[src/edo_ctrl_pkg.sv]
// Package for the extended-output DRAM strobe controller: pin bundle, request, states, timing
package edo_ctrl_pkg;

    // Clock and widths
    localparam int CLK_PERIOD_NS = 10;
    localparam int ADDR_W        = 10;
    localparam int DATA_W        = 16;
    localparam int WADDR_W       = 20;
    localparam int ROW_LSB       = 10;
    localparam int CNT_W         = 16;

    // Strobe timings in ns; plain defaults, adjust for the speed grade in use
    localparam int T_RAS_NS  = 50;
    localparam int T_RP_NS   = 30;
    localparam int T_RCD_NS  = 20;
    localparam int T_CAC_NS  = 15;
    localparam int T_CP_NS   = 10;
    localparam int T_CSR_NS  = 10;
    localparam int T_RASS_NS = 100000;
    localparam int T_INIT_NS = 200000;

    // Refresh budget
    localparam int T_REF_PERIOD_NS = 16000000;
    localparam int REF_ROWS        = 1024;
    localparam int INIT_CYCLES     = 8;

    // Least time rounds up, never below one cycle
    function automatic logic [CNT_W-1:0] cyc_min(input int ns);
        int c;
        c = (ns + CLK_PERIOD_NS - 1) / CLK_PERIOD_NS;
        if (c < 1) begin
            c = 1;
        end
        return CNT_W'(c);
    endfunction

    // Longest time rounds down, never below one cycle
    function automatic logic [CNT_W-1:0] cyc_max(input int ns);
        int c;
        c = ns / CLK_PERIOD_NS;
        if (c < 1) begin
            c = 1;
        end
        return CNT_W'(c);
    endfunction

    localparam logic [CNT_W-1:0] CYC_RAS  = cyc_min(T_RAS_NS);
    localparam logic [CNT_W-1:0] CYC_RP   = cyc_min(T_RP_NS);
    localparam logic [CNT_W-1:0] CYC_RCD  = cyc_min(T_RCD_NS);
    localparam logic [CNT_W-1:0] CYC_CAC  = cyc_min(T_CAC_NS);
    localparam logic [CNT_W-1:0] CYC_CP   = cyc_min(T_CP_NS);
    localparam logic [CNT_W-1:0] CYC_CSR  = cyc_min(T_CSR_NS);
    localparam logic [CNT_W-1:0] CYC_RASS = cyc_min(T_RASS_NS);
    localparam logic [CNT_W-1:0] CYC_INIT = cyc_min(T_INIT_NS);
    localparam logic [CNT_W-1:0] CYC_REF  = cyc_max(T_REF_PERIOD_NS / REF_ROWS);

    localparam logic [CNT_W-1:0] CNT_ZERO = 16'h0000;
    localparam logic [CNT_W-1:0] CNT_ONE  = 16'h0001;
    localparam logic [3:0]       INIT_LEFT_RST = 4'(INIT_CYCLES);

    // Pins toward the DRAM
    typedef struct packed {
        logic              ras_n;
        logic              low_byte_col_strobe_n;
        logic              high_byte_col_strobe_n;
        logic              we_n;
        logic              oe_n;
        logic [ADDR_W-1:0] mux_address_bus;
        logic [DATA_W-1:0] data_lanes_out;
        logic [DATA_W-1:0] data_lanes_oe;
    } dram_pins_t;

    localparam dram_pins_t PINS_RST = '{
        ras_n: 1'b1, low_byte_col_strobe_n: 1'b1, high_byte_col_strobe_n: 1'b1,
        we_n: 1'b1, oe_n: 1'b1, mux_address_bus: 10'h000,
        data_lanes_out: 16'h0000, data_lanes_oe: 16'h0000};

    // User request
    typedef struct packed {
        logic               write;
        logic [1:0]         byte_en;
        logic [WADDR_W-1:0] addr;
        logic [DATA_W-1:0]  wdata;
    } req_t;

    typedef enum logic [9:0] {
        S_INIT_WAIT = 10'h001,
        S_IDLE      = 10'h002,
        S_ROW       = 10'h004,
        S_CSET      = 10'h008,
        S_COL       = 10'h010,
        S_CPRE      = 10'h020,
        S_PRE       = 10'h040,
        S_REF_COL   = 10'h080,
        S_REF_ROW   = 10'h100,
        S_SELF      = 10'h200
    } state_t;

    function automatic logic [ADDR_W-1:0] row_of(input logic [WADDR_W-1:0] a);
        return a[WADDR_W-1:ROW_LSB];
    endfunction

    function automatic logic [ADDR_W-1:0] col_of(input logic [WADDR_W-1:0] a);
        return a[ROW_LSB-1:0];
    endfunction

    // Lane drive enables from byte enables: bit 0 lanes 7:0, bit 1 lanes 15:8
    function automatic logic [DATA_W-1:0] lane_oe(input logic [1:0] be);
        return {{8{be[1]}}, {8{be[0]}}};
    endfunction

endpackage

[src/edo_ctrl.sv]
// Extended-output DRAM strobe controller: accesses, page mode, refresh, self refresh, power-up
`timescale 1ns/1ps
`default_nettype none

module edo_ctrl
    import edo_ctrl_pkg::*;
#(
    parameter logic [CNT_W-1:0] INIT_WAIT_CYC  = CYC_INIT,
    parameter logic [CNT_W-1:0] SELF_ENTRY_CYC = CYC_RASS
) (
    // Clock and reset
    input  wire logic              mclk,
    input  wire logic              arst_n,
    // User request side
    input  wire logic              req_valid,
    input  wire req_t              req,
    input  wire logic              sr_req,
    output var  logic              req_taken,
    output var  logic              rsp_valid,
    output var  logic [DATA_W-1:0] rsp_rdata,
    output var  logic              init_done,
    output var  logic              sr_active,
    // DRAM pins
    output var  dram_pins_t        pins,
    input  wire logic [DATA_W-1:0] data_lanes_in
);

    typedef struct packed {
        state_t             state;
        logic [CNT_W-1:0]   cnt;
        logic [CNT_W-1:0]   ras_cnt;
        logic [CNT_W-1:0]   ref_cnt;
        logic               ref_pend;
        logic [3:0]         init_left;
        logic               init_done;
        logic               sr_active;
        logic               write;
        logic [1:0]         be;
        logic [ADDR_W-1:0]  row;
        logic [ADDR_W-1:0]  col;
        logic [DATA_W-1:0]  wdata;
        dram_pins_t         pins;
        logic               req_taken;
        logic               rsp_valid;
        logic [DATA_W-1:0]  rdata;
    } ctrl_t;

    ctrl_t r;
    ctrl_t n;
    logic  ref_tick;
    logic  ref_clear;
    logic  ref_force;
    logic  page_hit;

    // Next-state logic for the whole controller
    always_comb begin
        n = r;
        n.req_taken = 1'b0;
        n.rsp_valid = 1'b0;
        ref_clear = 1'b0;
        ref_force = 1'b0;
        if (r.cnt != CNT_ZERO) begin
            n.cnt = r.cnt - CNT_ONE;
        end
        // Row-active floor runs from every row strobe fall
        if (r.ras_cnt != CNT_ZERO) begin
            n.ras_cnt = r.ras_cnt - CNT_ONE;
        end
        // One refresh due every 1,563 cycles: 16 ms / 1,024 rows rounded down, plus one
        ref_tick = (r.ref_cnt == CNT_ZERO);
        n.ref_cnt = ref_tick ? CYC_REF : r.ref_cnt - CNT_ONE;
        page_hit = req_valid && (row_of(req.addr) == r.row) && !r.ref_pend && !sr_req;

        unique case (r.state)
            S_INIT_WAIT: begin
                // Strobes parked high through the power-up pause
                if (r.cnt == CNT_ZERO) begin
                    n.pins.low_byte_col_strobe_n = 1'b0;
                    n.pins.high_byte_col_strobe_n = 1'b0;
                    n.cnt = CYC_CSR;
                    n.state = S_REF_COL;
                end
            end
            S_IDLE: begin
                // Refresh and init cycles beat new accesses; refresh only between rows
                if (r.ref_pend || r.init_left != 4'h0 || (sr_req && r.init_done)) begin
                    n.pins.low_byte_col_strobe_n = 1'b0;
                    n.pins.high_byte_col_strobe_n = 1'b0;
                    n.pins.data_lanes_oe = '0;
                    n.cnt = CYC_CSR;
                    n.state = S_REF_COL;
                end else if (req_valid) begin
                    n.req_taken = 1'b1;
                    n.write = req.write;
                    n.be = req.byte_en;
                    n.row = row_of(req.addr);
                    n.col = col_of(req.addr);
                    n.wdata = req.wdata;
                    n.pins.mux_address_bus = row_of(req.addr);
                    n.pins.ras_n = 1'b0;
                    n.ras_cnt = CYC_RAS;
                    n.cnt = CYC_RCD;
                    n.state = S_ROW;
                end
            end
            S_ROW: begin
                // Column on the bus and write data driven one cycle ahead of the strobe
                if (r.cnt == CNT_ZERO) begin
                    n.pins.mux_address_bus = r.col;
                    n.pins.we_n = ~r.write;
                    n.pins.data_lanes_out = r.wdata;
                    n.pins.data_lanes_oe = r.write ? lane_oe(r.be) : '0;
                    n.state = S_CSET;
                end
            end
            S_CSET: begin
                // Only the enabled byte strobes fall; output gate with them for reads
                n.pins.low_byte_col_strobe_n = ~r.be[0];
                n.pins.high_byte_col_strobe_n = ~r.be[1];
                n.pins.oe_n = r.write;
                n.cnt = CYC_CAC;
                n.state = S_COL;
            end
            S_COL: begin
                // Column address held and strobes low until access time has run
                if (r.cnt == CNT_ZERO) begin
                    if (!r.write) begin
                        n.rsp_valid = 1'b1;
                        n.rdata = data_lanes_in;
                    end
                    n.pins.low_byte_col_strobe_n = 1'b1;
                    n.pins.high_byte_col_strobe_n = 1'b1;
                    n.pins.oe_n = 1'b1;
                    n.pins.we_n = 1'b1;
                    n.pins.data_lanes_oe = '0;
                    n.cnt = CYC_CP;
                    n.state = S_CPRE;
                end
            end
            S_CPRE: begin
                // Column precharge; same row keeps the page open
                if (r.cnt == CNT_ZERO) begin
                    if (page_hit) begin
                        n.req_taken = 1'b1;
                        n.write = req.write;
                        n.be = req.byte_en;
                        n.col = col_of(req.addr);
                        n.wdata = req.wdata;
                        n.pins.mux_address_bus = col_of(req.addr);
                        n.pins.we_n = ~req.write;
                        n.pins.data_lanes_out = req.wdata;
                        n.pins.data_lanes_oe = req.write ? lane_oe(req.byte_en) : '0;
                        n.state = S_CSET;
                    end else if (r.ras_cnt == CNT_ZERO) begin
                        n.pins.ras_n = 1'b1;
                        n.cnt = CYC_RP;
                        n.state = S_PRE;
                    end
                end
            end
            S_PRE: begin
                // Row precharge before any new row strobe fall
                if (r.cnt == CNT_ZERO) begin
                    n.state = S_IDLE;
                end
            end
            S_REF_COL: begin
                // Column strobes settled low, now the row strobe falls
                if (r.cnt == CNT_ZERO) begin
                    n.pins.ras_n = 1'b0;
                    n.ras_cnt = CYC_RAS;
                    n.cnt = CYC_RAS;
                    ref_clear = 1'b1;
                    n.state = S_REF_ROW;
                end
            end
            S_REF_ROW: begin
                if (r.cnt == CNT_ZERO) begin
                    if (sr_req && r.init_done) begin
                        // Keep the row strobe low: the device slips into self refresh
                        n.cnt = SELF_ENTRY_CYC;
                        n.state = S_SELF;
                    end else begin
                        n.pins.ras_n = 1'b1;
                        n.pins.low_byte_col_strobe_n = 1'b1;
                        n.pins.high_byte_col_strobe_n = 1'b1;
                        n.cnt = CYC_RP;
                        n.state = S_PRE;
                        if (r.init_left != 4'h0) begin
                            n.init_left = r.init_left - 4'h1;
                            n.init_done = (r.init_left == 4'h1);
                        end
                    end
                end
            end
            S_SELF: begin
                // Leaving early would cut short the minimum entry hold
                if (r.cnt == CNT_ZERO) begin
                    n.sr_active = 1'b1;
                    if (!sr_req) begin
                        n.pins.ras_n = 1'b1;
                        n.pins.low_byte_col_strobe_n = 1'b1;
                        n.pins.high_byte_col_strobe_n = 1'b1;
                        n.sr_active = 1'b0;
                        n.cnt = CYC_RP;
                        ref_force = 1'b1;
                        n.state = S_PRE;
                    end
                end
            end
            default: begin
                n.state = S_IDLE;
            end
        endcase

        // A refresh falling due in the clearing cycle is kept
        n.ref_pend = ref_tick | ref_force | (r.ref_pend & ~ref_clear);
    end

    // State register; strobes high and lanes released in reset
    always_ff @(posedge mclk or negedge arst_n) begin
        if (!arst_n) begin
            r.state     <= S_INIT_WAIT;
            r.cnt       <= INIT_WAIT_CYC;
            r.ras_cnt   <= CNT_ZERO;
            r.ref_cnt   <= CYC_REF;
            r.ref_pend  <= 1'b0;
            r.init_left <= INIT_LEFT_RST;
            r.init_done <= 1'b0;
            r.sr_active <= 1'b0;
            r.write     <= 1'b0;
            r.be        <= 2'h0;
            r.row       <= 10'h000;
            r.col       <= 10'h000;
            r.wdata     <= 16'h0000;
            r.pins      <= PINS_RST;
            r.req_taken <= 1'b0;
            r.rsp_valid <= 1'b0;
            r.rdata     <= 16'h0000;
        end else begin
            r <= n;
        end
    end

    // Outputs straight from the state register
    assign req_taken = r.req_taken;
    assign rsp_valid = r.rsp_valid;
    assign rsp_rdata = r.rdata;
    assign init_done = r.init_done;
    assign sr_active = r.sr_active;
    assign pins      = r.pins;

endmodule

`default_nettype wire

[config.mk]
export PLATFORM = sky130hd
export DESIGN_NAME = edo_ctrl
export DESIGN_NICKNAME = d
export VERILOG_FILES = /design/src/edo_ctrl_pkg.sv /design/src/edo_ctrl.sv
export SDC_FILE = /design/constraint.sdc
export NUM_CORES = 1
export LEC_CHECK = 0
export BUFFER_PORTS_ARGS = -buffer_cell sky130_fd_sc_hd__buf_2
export CORE_MARGIN = 1
export CORE_UTILIZATION = 39
export CTS_BUF_LIST = sky130_fd_sc_hd__clkbuf_2
export CTS_CLUSTER_SIZE = 30
export DETAILED_ROUTE_END_ITERATION = 8
export PLACE_DENSITY = 0.6
export SYNTH_ARGS = -nofsm -noshare
export SYNTH_HDL_FRONTEND = slang
export SYNTH_SLANG_ARGS = --single-unit
[constraint.sdc]
create_clock -name mclk -period 3.6 [get_ports mclk]
set_clock_uncertainty 0.2 [all_clocks]
set_input_delay 0.18 -clock mclk [delete_from_list [all_inputs] [get_ports mclk]]
set_output_delay 0.18 -clock mclk [all_outputs]
set_load 0.02 [all_outputs]
==> summary.md <==
| Metric | Value |
|---|---|
| Peak supply drop | 0.284 mV |
| Synth Net Count | 914 |
| Crit path time final | about 3.4 ns |
| Post-synth top cells | 138 x dfrtp_1, 100 x nand2_1, 99 x nor2_1 |
| Drt total wl | 20.8 mm |
| Critical Path Sink Type | flip-flop |
| CTS max path bufs | 2 |
| Max_cap viols | 0 |
| Die height | 147 µm |
| Crit share post-route | 93.7% |
| Rows | 52 |
| Register area share after synthesis | 47.5% |
| Total CTS buffers | 17 |
| Vias after detailed routing | 6843 |
| Fin. max-slew vios | 0 |
| Post-DR wirelength/cell | 15.6 µm |
| Compound-cell area share of the yosys netlist | 12.5% |
| Outcome | completed |
| Mux cell area share after synthesis | 4.51% |
| Total overflow reported by the global router | 0 |
| Worst setup SP type | flip-flop |
| Post-synth EDFFs | 0 |
| Initial DRC Count | 396 |
| Async S/R FF share, synth | 100% |
| Antenna violations before repair | 1 |
| Largest family of logic cells by synthesized area | simple AND/OR/NAND/NOR gates |
| Post-Syn Area per Cell | 9.69 µm² |
| Unrepaired setup endpoints after global routing | false |
| H-tree Lvls | 4 |
| Worst skew pair latency | ~0.73 ns |
| Synth Warn # | 0 |
| Pwr Density | 612 mW/mm² |
| Critical path required time | approximately 4 ns |
| Routed Antenna Nets | 0 |
| Top-count cell post-synth | dfrtp_1 |
| I/O Buffers | 125 |
| Final hold violation count | 0 |
| Clock transition at the registers of the reported paths | between 0.2 and 0.25 ns |
| Top-area cell type share of the netlist area | 42.0% |
| Hold Path Class | in2reg |
| DIE AREA | 0.0216 mm² |
| CP Data Arrival Time | 3.78 ns |
| Most used DFF post-synth | dfrtp_1 |
| Crit Path Class | reg2reg |
| Fillers | approximately 1900 |
| Slew at the pin closest to its max-slew limit | 0.971 ns |
| Via/cell ratio | 5.15 |
| Fraction of the mapped netlist area in simple logic gates | 20.1% |
| I/O pin count | approximately 130 |
| DR pass1 iterations | 5 |
| DP HPWL | 13.2 mm |
| Synth area leader | dfrtp_1 |
| Final nets | around 1100 |
| Synth area leaders | dfrtp_1 42%, buf_4 5.8%, dfstp_2 5.4%, nand2_1 4.6%, nor2_1 4.5% |
| Initial Utilization | 40.2% |
| GRT Util Overall | 19.9% |
| Area growth from synthesis to layout | 25.8% |
| GPL Wtd Cong | 0.888 |
| Max transition margin | 35.2% |
| DRC viols | 0 |
| R2R setup slack | 0.23 ns |
| Synthesized area | 0.00821 mm² |
| First-pass GRT wire length | 34.4 mm |
| Synth Area in XOR/XNOR | between 5 and 6% |
| Layout cells sized above 1 | 23.3% |
| Clock sinks | 155 |
| Placeable Area | 0.0204 mm² |
| Syn Inst Count | about 850 |
| Max Clk Rate | slightly below 300 MHz |
| Yosys cell types | 70 |
| Crit path max fanout | 18 |
| Seq cells post-synth | 155 |
| Root buf cell | clkbuf_2 |
| Largest net degree at the start of global routing | 92 |
| Die X-Extent | 147 µm |
| Leakage | 4.73 nW |
| Setup violations, final | 0 |
| Post-synthesis adder-cell area fraction | 1.07% |
| Core Util, Final | 50.6% |
| TritonCTS clock tree | built |
| Setup_tns | 0 ns |
| Vias in the first global route | between 6000 and 7000 |
-- final timing paths --
check	start	endpoint	cells after the start
max reg2reg	r[143]	rsp_rdata[6]	9
min reg2reg	pins[43]	pins[43]	2
min in group asynchronous	arst_n	r[159]	3
max in group asynchronous	arst_n	r[140]	4
min	req[6]	pins[22]	4
max	r[143]	rsp_rdata[6]	9
-- cell usage in the layout, fill, tap and decap left out, drive strengths merged, types with 6 or more instances in the layout --
cell type / n
clkbuf: 20
mux2: 29
xnor2: 26
nand3: 11
a21oi: 44
xor2: 25
nor2: 100
inv: 17
dfstp: 17
and3: 14
ha: 7
dfrtp: 138
dlygate4sd3: 141
or3: 6
nand2b: 7
buf: 141
o21ai: 48
a22oi: 16
nand2: 100
a221oi: 13
nor4: 20
o211ai: 6
or4: 10
nor3: 25
-- metrics by stage --
step	setup WS [ns]	cells	hold slack (ns)	total power, mW	area, µm²
6_report	0.228	1329	0.0902	6.32	10300
5_1_grt	0.0722	1329	0.0112	6.78	10300
4_1_cts	0.222	1328	0.00275	6.33	10300
3_5_place_dp	0.276	1155	0.131	5.20	8670
3_3_place_gp	0.343	1155	0.136	5.17	8670
2_1_floorplan	0.505	848	-0.316	4.72	8210
-- logic make-up (layout without fill, tap and decap cells) --
| family | after synthesis | after routing |
|---|---|---|
| AO/OA/AOI/OAI | 159 | 159 |
| XOR/XNOR | 51 | 51 |
| adder cells (fa/ha/maj) | 7 | 7 |
| buffers and inverters | 119 | 329 |
| flip-flops | 155 | 155 |
| multiplexers | 30 | 30 |
| other | 0 | 1 |
| AND/OR/NAND/NOR | 327 | 327 |
-- per-layer routing --
metal,routed length (µm),up-vias,share of wire [%],global-route usage (%)
li1,-,3300,-,-
met1,9400,3321,45,26.4
met2,10200,198,49,33.1
met3,903,24,4.3,3.70
met4,269,0,1.3,5.15
met5,0,-,0,0
-- state kept, by name, summed over array words and instances, names as in the netlist --
name / count
r: 102
init_done: 1
rsp_rdata: 16
pins: 33
sr_active: 1
rsp_valid: 1
req_taken: 1
-- layout make-up --
class                           count  area (µm²)  share of cell area (%)
Sequential cell                   155        3900                    37.7
Multi-Input combinational cell    574        3600                    34.9
Timing Repair Buffer              282        2210                    21.4
Tap cell                          270         338                    3.27
Clock inverter                     11         123                    1.19
Clock buffer                       20         100                   0.968
Inverter                           16        62.6                   0.605
Antenna cell                        1        2.50                  0.0242
-- worst max-delay path, cell delays in order (launching register included) --
cell and delay, ns:
dfrtp_1 0.45, inv_1 0.09, ha_1 0.20, or4b_4 0.50
or4b_4 0.61, nor2_8 0.23, inv_4 0.15, nor3_4 0.17
buf_4 0.30, mux2_2 0.37
-- timing repair --
action,CTS,global route
hold buffers,142,0
buffers inserted,0,0
resized for setup,0,1
hold endpoints to repair,246,0
endpoints found under the setup margin,0,12
-- power breakdown --
part           internal [mW]  leakage, nW  total (mW)  switching, mW
Combinational           1.18         2.64        2.70           1.53
Sequential              2.27         1.96        2.67          0.399
Clock                  0.321        0.132       0.950          0.630
(Power assumes the default switching activity.)
